===== config.mk =====
export PLATFORM = sky130hd
export DESIGN_NAME = adcc_adc_control
export DESIGN_NICKNAME = d
export VERILOG_FILES = /design/src/verilog/adcc_pkg.sv /design/src/verilog/adcc_adc_control.sv
export SDC_FILE = /design/constraint.sdc
export NUM_CORES = 1
export LEC_CHECK = 0
export ABC_AREA = 1
export BUFFER_PORTS_ARGS = -buffer_cell sky130_fd_sc_hd__buf_4
export CORE_AREA = 2 2 96 121
export DETAILED_ROUTE_END_ITERATION = 6
export DIE_AREA = 0 0 98 123
export PLACE_DENSITY = 0.67
export SYNTH_ARGS = -nofsm -noshare
export SYNTH_HDL_FRONTEND = slang
export SYNTH_SLANG_ARGS = --single-unit

===== constraint.sdc =====
create_clock -name mclk -period 2.25 [get_ports mclk]
set_input_delay 0.225 -clock mclk [delete_from_list [all_inputs] [get_ports mclk]]
set_output_delay 0.225 -clock mclk [all_outputs]
set_load 0.05 [all_outputs]

===== src/verilog/adcc_pkg.sv =====
package adcc_pkg;

  // ----------------------------------------------------------------
  // Register byte addresses
  // ----------------------------------------------------------------
  localparam int          ADDR_W  = 8;
  localparam logic [7:0]  OFS_SC1 = 8'h00;
  localparam logic [7:0]  OFS_SC2 = 8'h04;
  localparam logic [7:0]  OFS_RH  = 8'h08;
  localparam logic [7:0]  OFS_RL  = 8'h0C;
  localparam logic [7:0]  OFS_CVH = 8'h10;
  localparam logic [7:0]  OFS_CVL = 8'h14;
  localparam logic [7:0]  OFS_CFG = 8'h18;

  // ----------------------------------------------------------------
  // Field positions and codes
  // ----------------------------------------------------------------
  localparam int          SC1_DONE_BIT   = 7;
  localparam int          SC2_ACTIVE_BIT = 7;
  localparam int          SC2_TRIG_BIT   = 6;
  localparam int          SC2_CMPEN_BIT  = 5;
  localparam int          SC2_CMPGE_BIT  = 4;
  localparam logic [4:0]  CHAN_OFF       = 5'h1F;
  localparam logic [1:0]  MODE_8BIT      = 2'h0;
  localparam logic [1:0]  MODE_10BIT     = 2'h2;
  localparam logic [1:0]  CLK_BUS        = 2'h0;
  localparam logic [1:0]  CLK_BUS_HALF   = 2'h1;
  localparam logic [1:0]  CLK_ALT        = 2'h2;
  localparam logic [1:0]  CLK_ASYNC      = 2'h3;

  // ----------------------------------------------------------------
  // Reset values
  // ----------------------------------------------------------------
  localparam logic [7:0]  CFG_RESET  = 8'h00;
  localparam logic [4:0]  CHAN_RESET = 5'h1F;
  localparam logic [7:0]  CV_RESET   = 8'h00;

  // ----------------------------------------------------------------
  // Converter clock counts
  // ----------------------------------------------------------------
  localparam int          SHORT_SAMPLE_TICKS = 4;
  localparam int          LONG_SAMPLE_TICKS  = 20;
  localparam int          BITS_10            = 10;
  localparam int          BITS_8             = 8;

  // ----------------------------------------------------------------
  // Types
  // ----------------------------------------------------------------
  typedef struct packed {
    logic       lowPower;
    logic [1:0] clkDiv;
    logic       longSample;
    logic [1:0] mode;
    logic [1:0] clkSel;
  } adcc_cfg_s;

  typedef struct packed {
    logic hwTrig;
    logic cmpEn;
    logic cmpGe;
  } adcc_sc2_s;

  typedef enum logic [2:0] {
    ST_IDLE    = 3'b001,
    ST_SAMPLE  = 3'b010,
    ST_CONVERT = 3'b100
  } adcc_state_e;

endpackage : adcc_pkg

===== src/verilog/adcc_adc_control.sv =====
// Operation
// - Active flag sets when a conversion starts, clears on completion or abort.
// - Trigger select: 0 starts on control-one write, 1 on hardware trigger.
// - Compare enable bit turns the automatic compare on or off.
// - Polarity 0 means result below value, 1 means result at or above.
// - Result high holds bits 9:8; reads zero in 8-bit mode (after leaving 10-bit, old bits 9:8 stay until an 8-bit result transfers).
// - Results update on completion unless compare enabled and condition false.
// - In 10-bit mode reading result high locks results until result low read.
// - Conversions finishing while locked are discarded.
// - In 8-bit mode reads never create the lock.
// - Compare high supplies upper bits in 10-bit mode, ignored in 8-bit.
// - Compare low is checked against lower eight result bits in both modes.
// - Configuration bit 7 picks high speed or low power setting.
// - Divide field gives ratios 1, 2, 4, 8 of the input clock.
// - Configuration bit 4 picks short or long sample time.
// - Resolution code 00 is 8-bit, 10 is 10-bit; others reserved.
// - Clock source: bus, bus halved, alternate, internal asynchronous.
// - Control-one write aborts; with trigger select 0 starts new conversion unless channel all ones.
// - Done flag sets on completion with compare off or on true compare; clears on control-one write or low read.
//
// Our own choices: the register addresses and register access over APB.
module adcc_adc_control
  import adcc_pkg::*;
#(
  parameter int SHORT_TICKS = SHORT_SAMPLE_TICKS,
  parameter int LONG_TICKS  = LONG_SAMPLE_TICKS
) (
  // Clock and reset
  input  wire logic              mclk,
  input  wire logic              rst_n,
  // APB slave
  input  wire logic [ADDR_W-1:0] paddr,
  input  wire logic              psel,
  input  wire logic              penable,
  input  wire logic              pwrite,
  input  wire logic [31:0]       pwdata,
  output logic      [31:0]       prdata,
  output logic                   pready,
  output logic                   pslverr,
  // Trigger and clock sources
  input  wire logic              hwTriggerIn,
  input  wire logic              alternateClock,
  input  wire logic              internalAsyncClock,
  // Analog core
  input  wire logic [9:0]        convValue,
  output logic                   converterClock,
  output logic                   samplePhase,
  output logic      [4:0]        channelSelect,
  output adcc_cfg_s              cfgOut
);
  import adcc_pkg::*;

  if (SHORT_TICKS < 1 || LONG_TICKS < SHORT_TICKS || LONG_TICKS > 32) begin : gTickRange
    $error("sample tick counts out of range");
  end

  // ----------------------------------------------------------------
  // Register state
  // ----------------------------------------------------------------
  adcc_sc2_s   sc2;
  adcc_cfg_s   cfg;
  adcc_state_e state;
  logic [7:0]  cmpHigh;
  logic [7:0]  cmpLow;
  logic [7:0]  resultHigh;
  logic [7:0]  resultLow;
  logic        doneFlag;
  logic        interlock;
  logic        hwTrigPrev;
  logic        altPrev;
  logic        asyncPrev;
  logic        halfToggle;
  logic [2:0]  divCnt;
  logic [4:0]  tickCnt;

  // ----------------------------------------------------------------
  // APB decode
  // ----------------------------------------------------------------
  logic apbDone;
  logic wrEn;
  logic rdEn;
  logic sc1Write;
  logic cfgWrite;
  logic rhRead;
  logic rlRead;
  logic tenBit;

  assign apbDone  = psel && penable && pready;
  assign wrEn     = apbDone && pwrite;
  assign rdEn     = apbDone && !pwrite;
  assign sc1Write = wrEn && (paddr == OFS_SC1);
  assign cfgWrite = wrEn && (paddr == OFS_CFG);
  assign rhRead   = rdEn && (paddr == OFS_RH);
  assign rlRead   = rdEn && (paddr == OFS_RL);
  assign tenBit   = (cfg.mode == MODE_10BIT);

  // One wait state: pready rises at the first access edge, the transfer ends at the second
  always_ff @(posedge mclk or negedge rst_n) begin
    if (!rst_n) begin
      pready <= 1'b0;
    end else begin
      pready <= psel && penable && !pready;
    end
  end

  logic [7:0] readMux;
  logic       addrBad;

  always_comb begin
    readMux = 8'h00;
    addrBad = 1'b0;
    case (paddr)
      OFS_SC1: readMux = {doneFlag, 2'b00, channelSelect};
      OFS_SC2: readMux = {state != ST_IDLE, sc2.hwTrig, sc2.cmpEn, sc2.cmpGe, 4'h0};
      OFS_RH:  readMux = resultHigh;
      OFS_RL:  readMux = resultLow;
      OFS_CVH: readMux = cmpHigh;
      OFS_CVL: readMux = cmpLow;
      OFS_CFG: readMux = cfg;
      default: addrBad = 1'b1;
    endcase
  end

  always_ff @(posedge mclk or negedge rst_n) begin
    if (!rst_n) begin
      prdata  <= 32'h0000_0000;
      pslverr <= 1'b0;
    end else if (psel && penable && !pready) begin
      prdata  <= {24'h00_0000, readMux};
      pslverr <= addrBad;
    end else begin
      prdata  <= 32'h0000_0000;
      pslverr <= 1'b0;
    end
  end

  // ----------------------------------------------------------------
  // Software registers
  // ----------------------------------------------------------------
  always_ff @(posedge mclk or negedge rst_n) begin
    if (!rst_n) begin
      channelSelect <= CHAN_RESET;
      sc2           <= '0;
      cfg           <= CFG_RESET;
      cmpHigh       <= CV_RESET;
      cmpLow        <= CV_RESET;
    end else if (wrEn) begin
      case (paddr)
        OFS_SC1: channelSelect <= pwdata[4:0];
        // Reserved low bits are not stored
        OFS_SC2: sc2 <= {pwdata[SC2_TRIG_BIT], pwdata[SC2_CMPEN_BIT],
                         pwdata[SC2_CMPGE_BIT]};
        OFS_CVH: cmpHigh <= {6'h00, pwdata[1:0]};
        OFS_CVL: cmpLow <= pwdata[7:0];
        OFS_CFG: cfg <= pwdata[7:0];
        default: ;
      endcase
    end
  end

  assign cfgOut = cfg;

  // ----------------------------------------------------------------
  // Converter clock: source select then divide
  // ----------------------------------------------------------------
  logic       srcTick;
  logic       convTick;
  logic [2:0] divLast;

  always_ff @(posedge mclk or negedge rst_n) begin
    if (!rst_n) begin
      halfToggle <= 1'b0;
      altPrev    <= 1'b0;
      asyncPrev  <= 1'b0;
      hwTrigPrev <= 1'b0;
    end else begin
      halfToggle <= !halfToggle;
      altPrev    <= alternateClock;
      asyncPrev  <= internalAsyncClock;
      hwTrigPrev <= hwTriggerIn;
    end
  end

  // Outside clocks count on their rising edges; they must run below mclk/2
  always_comb begin
    srcTick = 1'b0;
    case (cfg.clkSel)
      CLK_BUS:      srcTick = 1'b1;
      CLK_BUS_HALF: srcTick = halfToggle;
      CLK_ALT:      srcTick = alternateClock && !altPrev;
      CLK_ASYNC:    srcTick = internalAsyncClock && !asyncPrev;
      default:      srcTick = 1'b0;
    endcase
  end

  assign divLast  = 3'((4'h1 << cfg.clkDiv) - 4'h1);
  assign convTick = srcTick && (divCnt == divLast);

  // Restart the divider on a config write so a shrinking ratio never overshoots
  always_ff @(posedge mclk or negedge rst_n) begin
    if (!rst_n) begin
      divCnt <= 3'h0;
    end else if (cfgWrite || convTick) begin
      divCnt <= 3'h0;
    end else if (srcTick) begin
      divCnt <= divCnt + 3'h1;
    end
  end

  always_ff @(posedge mclk or negedge rst_n) begin
    if (!rst_n) begin
      converterClock <= 1'b0;
    end else begin
      converterClock <= convTick;
    end
  end

  // ----------------------------------------------------------------
  // Conversion sequencer
  // ----------------------------------------------------------------
  logic       hwEdge;
  logic       startReq;
  logic       convDone;
  logic [4:0] sampleLast;
  logic [4:0] bitsLast;

  assign hwEdge   = hwTriggerIn && !hwTrigPrev;
  assign startReq = (sc1Write && !sc2.hwTrig && pwdata[4:0] != CHAN_OFF) ||
                    (!sc1Write && sc2.hwTrig && hwEdge && channelSelect != CHAN_OFF);
  assign sampleLast = cfg.longSample ? 5'(LONG_TICKS - 1) : 5'(SHORT_TICKS - 1);
  assign bitsLast   = tenBit ? 5'(BITS_10 - 1) : 5'(BITS_8 - 1);
  assign convDone   = (state == ST_CONVERT) && convTick && (tickCnt == bitsLast) && !sc1Write;

  always_ff @(posedge mclk or negedge rst_n) begin
    if (!rst_n) begin
      state       <= ST_IDLE;
      tickCnt     <= 5'h00;
      samplePhase <= 1'b0;
    end else if (startReq) begin
      state       <= ST_SAMPLE;
      tickCnt     <= 5'h00;
      samplePhase <= 1'b1;
    end else if (sc1Write) begin
      state       <= ST_IDLE;
      tickCnt     <= 5'h00;
      samplePhase <= 1'b0;
    end else if (convTick) begin
      unique case (state)
        ST_IDLE: begin
          tickCnt <= 5'h00;
        end
        ST_SAMPLE: begin
          if (tickCnt == sampleLast) begin
            state       <= ST_CONVERT;
            tickCnt     <= 5'h00;
            samplePhase <= 1'b0;
          end else begin
            tickCnt <= tickCnt + 5'h01;
          end
        end
        ST_CONVERT: begin
          if (tickCnt == bitsLast) begin
            state   <= ST_IDLE;
            tickCnt <= 5'h00;
          end else begin
            tickCnt <= tickCnt + 5'h01;
          end
        end
      endcase
    end
  end

  // ----------------------------------------------------------------
  // Compare and result transfer
  // ----------------------------------------------------------------
  logic [9:0] resultNew;
  logic [9:0] cmpValue;
  logic       cmpLess;
  logic       cmpTrue;
  logic       keepResult;
  logic       blocked;

  assign resultNew  = tenBit ? convValue : {2'b00, convValue[7:0]};
  // Upper compare bits only take part in 10-bit mode
  assign cmpValue   = tenBit ? {cmpHigh[1:0], cmpLow} : {2'b00, cmpLow};
  assign cmpLess    = resultNew < cmpValue;
  assign cmpTrue    = sc2.cmpGe ? !cmpLess : cmpLess;
  assign keepResult = !sc2.cmpEn || cmpTrue;
  assign blocked    = interlock && !rlRead;

  always_ff @(posedge mclk or negedge rst_n) begin
    if (!rst_n) begin
      resultHigh <= 8'h00;
      resultLow  <= 8'h00;
    end else if (convDone && keepResult && !blocked) begin
      resultHigh <= {6'h00, resultNew[9:8]};
      resultLow  <= resultNew[7:0];
    end
  end

  // Lock only exists in 10-bit mode; leaving it drops any lock held
  always_ff @(posedge mclk or negedge rst_n) begin
    if (!rst_n) begin
      interlock <= 1'b0;
    end else if (!tenBit || rlRead) begin
      interlock <= 1'b0;
    end else if (rhRead) begin
      interlock <= 1'b1;
    end
  end

  // Setting wins over a same-cycle low read
  always_ff @(posedge mclk or negedge rst_n) begin
    if (!rst_n) begin
      doneFlag <= 1'b0;
    end else if (convDone && keepResult) begin
      doneFlag <= 1'b1;
    end else if (sc1Write || rlRead) begin
      doneFlag <= 1'b0;
    end
  end
endmodule : adcc_adc_control


==> flow_summary.toml <==
[clock_tree]
tritoncts_num_sinks = 65
clock_tree.buffer_depth = 2
cts_inserted_buffers = 9
tritoncts = "yes"
clock_tree.root_cell = "clkbuf_16"
htreeDepth = 3
clk_pin_slew_worst_paths_ns = 0.05
cts_post_setup_buffers_inserted = 0
clock_insertion_delay_worst_skew_ns = 0.33

[synthesis]
synth_enable_flop_cells = 0
post_synth_inst_count = 461
postSynth.topFlopCell = "dfrtp_1"
netlist-cell-type-count = 37
syn_area_sq_um = 3710
synth_sequential_area_ratio_pct = 44.1
synthArstFlopShare_pct = 100
ys_warn_count = 0
synthesis.area_per_instance_sq_um = 8.04
synth.ff_latch_count = 65

[route]
drt-total-wl_um = 9050
routed_via_density = 4.75
detail_route.wl_per_cell_um = 13.6
initialDrtViolationCount = 162
routed-via-count = 3162
route.detailed.drc = 0
drt-pass1-iter-count = 6
detail-route-antenna-nets = 0

[timing]
holdWs_ns = -0.0102
timing.fmax_ghz = 0.482
slew_violations = 0
timing.max_slew.rel_slack_pct = 46.8
rsz0062_at_grt = "false"
number_of_hold_violations_in_the_final_report = 29
fin_crit_sh_pct = 92.2
report.final.setup_viol = 0
clock_skew_ns = 0.00288
timing_worst_slew_pin_value_ns = 0.798
finalCriticalPeriod_ns = 2.08
total_negative_slack_ns = 0

[cells_and_area]
antenna-diode-count = 0
synthToLayoutAreaGrowth_pct = 20.9
nFillCells = 1084
postLayoutCoreUtil_pct = 41.0
multi_input_comb_area_sq_um = 1700
nets = 595
final_layout_size_suffix_gt1_share_pct = 22.6
sequential_cell_area_sq_um = 1630

[power_and_ir_drop]
power_switching_share_pct = 28.6
power.clock.fraction_pct = 41.6
internal_power_component_mw = 2.20
ir_worst_vdd_uv = 359
cellLeakagePower_nw = 2.25
power_density_nw_per_um2 = 687
comb_power_share_pct = 16.5
power.sequential.fraction_pct = 41.9
total_switching_power_mw = 0.880

[flow_run]
number_of_max_capacitance_violations_reported = 0

[worst_setup_path]
timing.critical_path.slowest_cell_delay_ns = 0.39
critPathKind = "reg -> reg"
required_ns = 2.47
maximum_net_fanout_on_the_critical_path = 6
cp_cell_sequence = "inv_2 > nand2_2 > nor2_1 > ha_1 > a21o_1 > nor2_2 > nand3_1 > nand2_1 > nand3_2 > buf_4 > nand4_1 > nand2_1"
critical-path-slowest-cell = "dfrtp_1"
cp-end-kind = "flip-flop"
arrival_ns = 2.29
worst_setup_path_start_kind = "flip-flop"
timing.critical_path.mode_cell = "nand2_1"

[placed_design]
numPortBuffers = 58
sum_of_net_half_perimeters_after_detailed_placement_um = 7160
gpl.final_weighted_congestion = 0.911

[floorplanning]
fp.dieH_um = 123
core_sq_um = 10900
rows = 43
fp.dieArea_sq_um = 12100
dieWidth_um = 98
design.portCount = 107
start_util_pct = 33.9

[global_route]
via_count_of_the_first_global_routing_pass = 3137
antenna_found_initial = 0
grt_overflow = 0
grt_max_degree = 66
grtUsageTotal_pct = 15.7
grt_first_pass_wirelength_um = 14800

[outcome]
violations = "negative hold slack"
outcome = "complete, but fails checks"

[min_path]
hold_class = "in -> async"
==> cell type report <==
type                       instances  area share, %
multi-input combinational        324           38.0
sequential                        65           36.5
timing repair buffer              61           10.2
clock buffer                      13           5.81
inverter                          65           5.44
tap                              135           3.77
clock inverter                     3          0.335
==> metrics by stage <==
stage	area, sq um	worst slack [ns]	power [mW]	std cells
2_1_floorplan	3790	0.0231	1.69	484
3_3_place_gp	4200	0.145	1.80	650
3_5_place_dp	4200	0.0459	1.82	650
4_1_cts	4470	0.0366	3.10	666
5_1_grt	4480	0.0195	3.22	666
6_report	4480	0.175	3.08	666
==> layout by cell type (no fill, tap or decap), types with 6 or more instances in the layout <==
| cell | instances |
|---|---|
| nor2_1 | 23 |
| nand2_2 | 7 |
| nand2_1 | 116 |
| clkbuf_16 | 9 |
| inv_1 | 57 |
| ha_1 | 11 |
| dfstp_2 | 6 |
| inv_2 | 8 |
| nand4_1 | 17 |
| a21oi_1 | 16 |
| conb_1 | 24 |
| dfrtp_1 | 59 |
| o21ai_0 | 37 |
| buf_4 | 61 |
| nor2_4 | 6 |
| nand3_1 | 21 |
==> what timing repair did <==
| action | 4_1_cts | 5_1_grt |
|---|---|---|
| setup endpoints to repair | 0 | 11 |
| resized for setup | 0 | 4 |
| hold buffers | 0 | 0 |
==> power by group through the flow <==
stage | Combinational [mW] | Sequential, mW | Clock (mW)
5_1_grt | 0.570 | 1.29 | 1.35
2_1_floorplan | 0.382 | 1.31 | 0
3_5_place_dp | 0.508 | 1.31 | 0
3_3_place_gp | 0.490 | 1.30 | 0
4_1_cts | 0.510 | 1.29 | 1.30
6_report | 0.508 | 1.29 | 1.28
==> worst max-delay path: cells and delay by family, from the launching register on <==
kind,cells,cell delay (ns)
AND/OR/NAND/NOR,8,0.82
adder cells (fa/ha/maj),1,0.27
flip-flops,1,0.39
buffers and inverters,2,0.28
AO/OA/AOI/OAI,1,0.20
==> flip-flops by register name (all words and copies together) (netlist names), 2 cells and up <==
signal and cells:
cmpLow 8, sc2 3, cmpHigh 2, resultLow 8, prdata 8, cfgOut 8, state 3, tickCnt 5
resultHigh 2, divCnt 3, channelSelect 5
==> path summary, 6_finish.rpt <==
path | start | to | slack, ns | cells after the start
worst max-delay path | cfgOut[2]$_DFFE_PN0P_ | resultHigh[0]$_DFFE_PN0P_ | 0.17 | 12
min in group mclk | internalAsyncClock | asyncPrev$_DFF_PN0_ | 0.01 | 1
worst max register to register | cfgOut[2]$_DFFE_PN0P_ | resultHigh[0]$_DFFE_PN0P_ | 0.17 | 12
worst min-delay path | rst_n | prdata[4]$_DFF_PN0_ | -0.01 | 1
worst min register to register | halfToggle$_DFF_PN0_ | halfToggle$_DFF_PN0_ | 0.41 | 1
max in group asynchronous | rst_n | state[1]$_DFFE_PN0P_ | 1.74 | 1
==> synthesized netlist by cell type, types with 3 or more instances <==
library cell | count | area share, %
a21oi_1 | 16 | 2.2
o21ai_1 | 5 | 0.67
nor2_1 | 24 | 2.4
nand2_1 | 117 | 12
o21ai_0 | 37 | 5.0
nand2_4 | 3 | 0.91
inv_1 | 58 | 5.9
nor3_2 | 3 | 0.81
nand3_1 | 22 | 3.0
dfstp_2 | 6 | 4.3
o22ai_1 | 5 | 0.84
ha_1 | 11 | 3.7
dfrtp_1 | 59 | 40
nand3b_1 | 3 | 0.61
buf_4 | 25 | 5.1
nor3_1 | 3 | 0.40
nand4_1 | 17 | 2.9
nand2_2 | 6 | 1.0
inv_2 | 7 | 0.71
nor2_4 | 6 | 1.8
nor2_2 | 4 | 0.67
==> logic make-up (layout without fill, tap and decap cells) <==
group	count (synthesis)	after routing	synth area share, %
AOI/OAI and AO/OA	70	70	10.1
xor gates and xnor gates	4	4	0.945
adders and majority gates	11	11	3.71
buffers and inverters	95	142	12.6
DFF	65	65	44.1
other	1	24	0.101
and+or+nand+nor	215	215	28.4
==> layer usage <==
metal	vias up	routed length (um)	share of wire, %	GRT usage [%]
met4	0	167	1.8	6.77
met2	85	4670	52	28.0
li1	1583	-	-	-
met3	15	505	5.6	3.34
met1	1479	3710	41	18.1
met5	-	0	0	0
(Power assumes the default switching activity.)
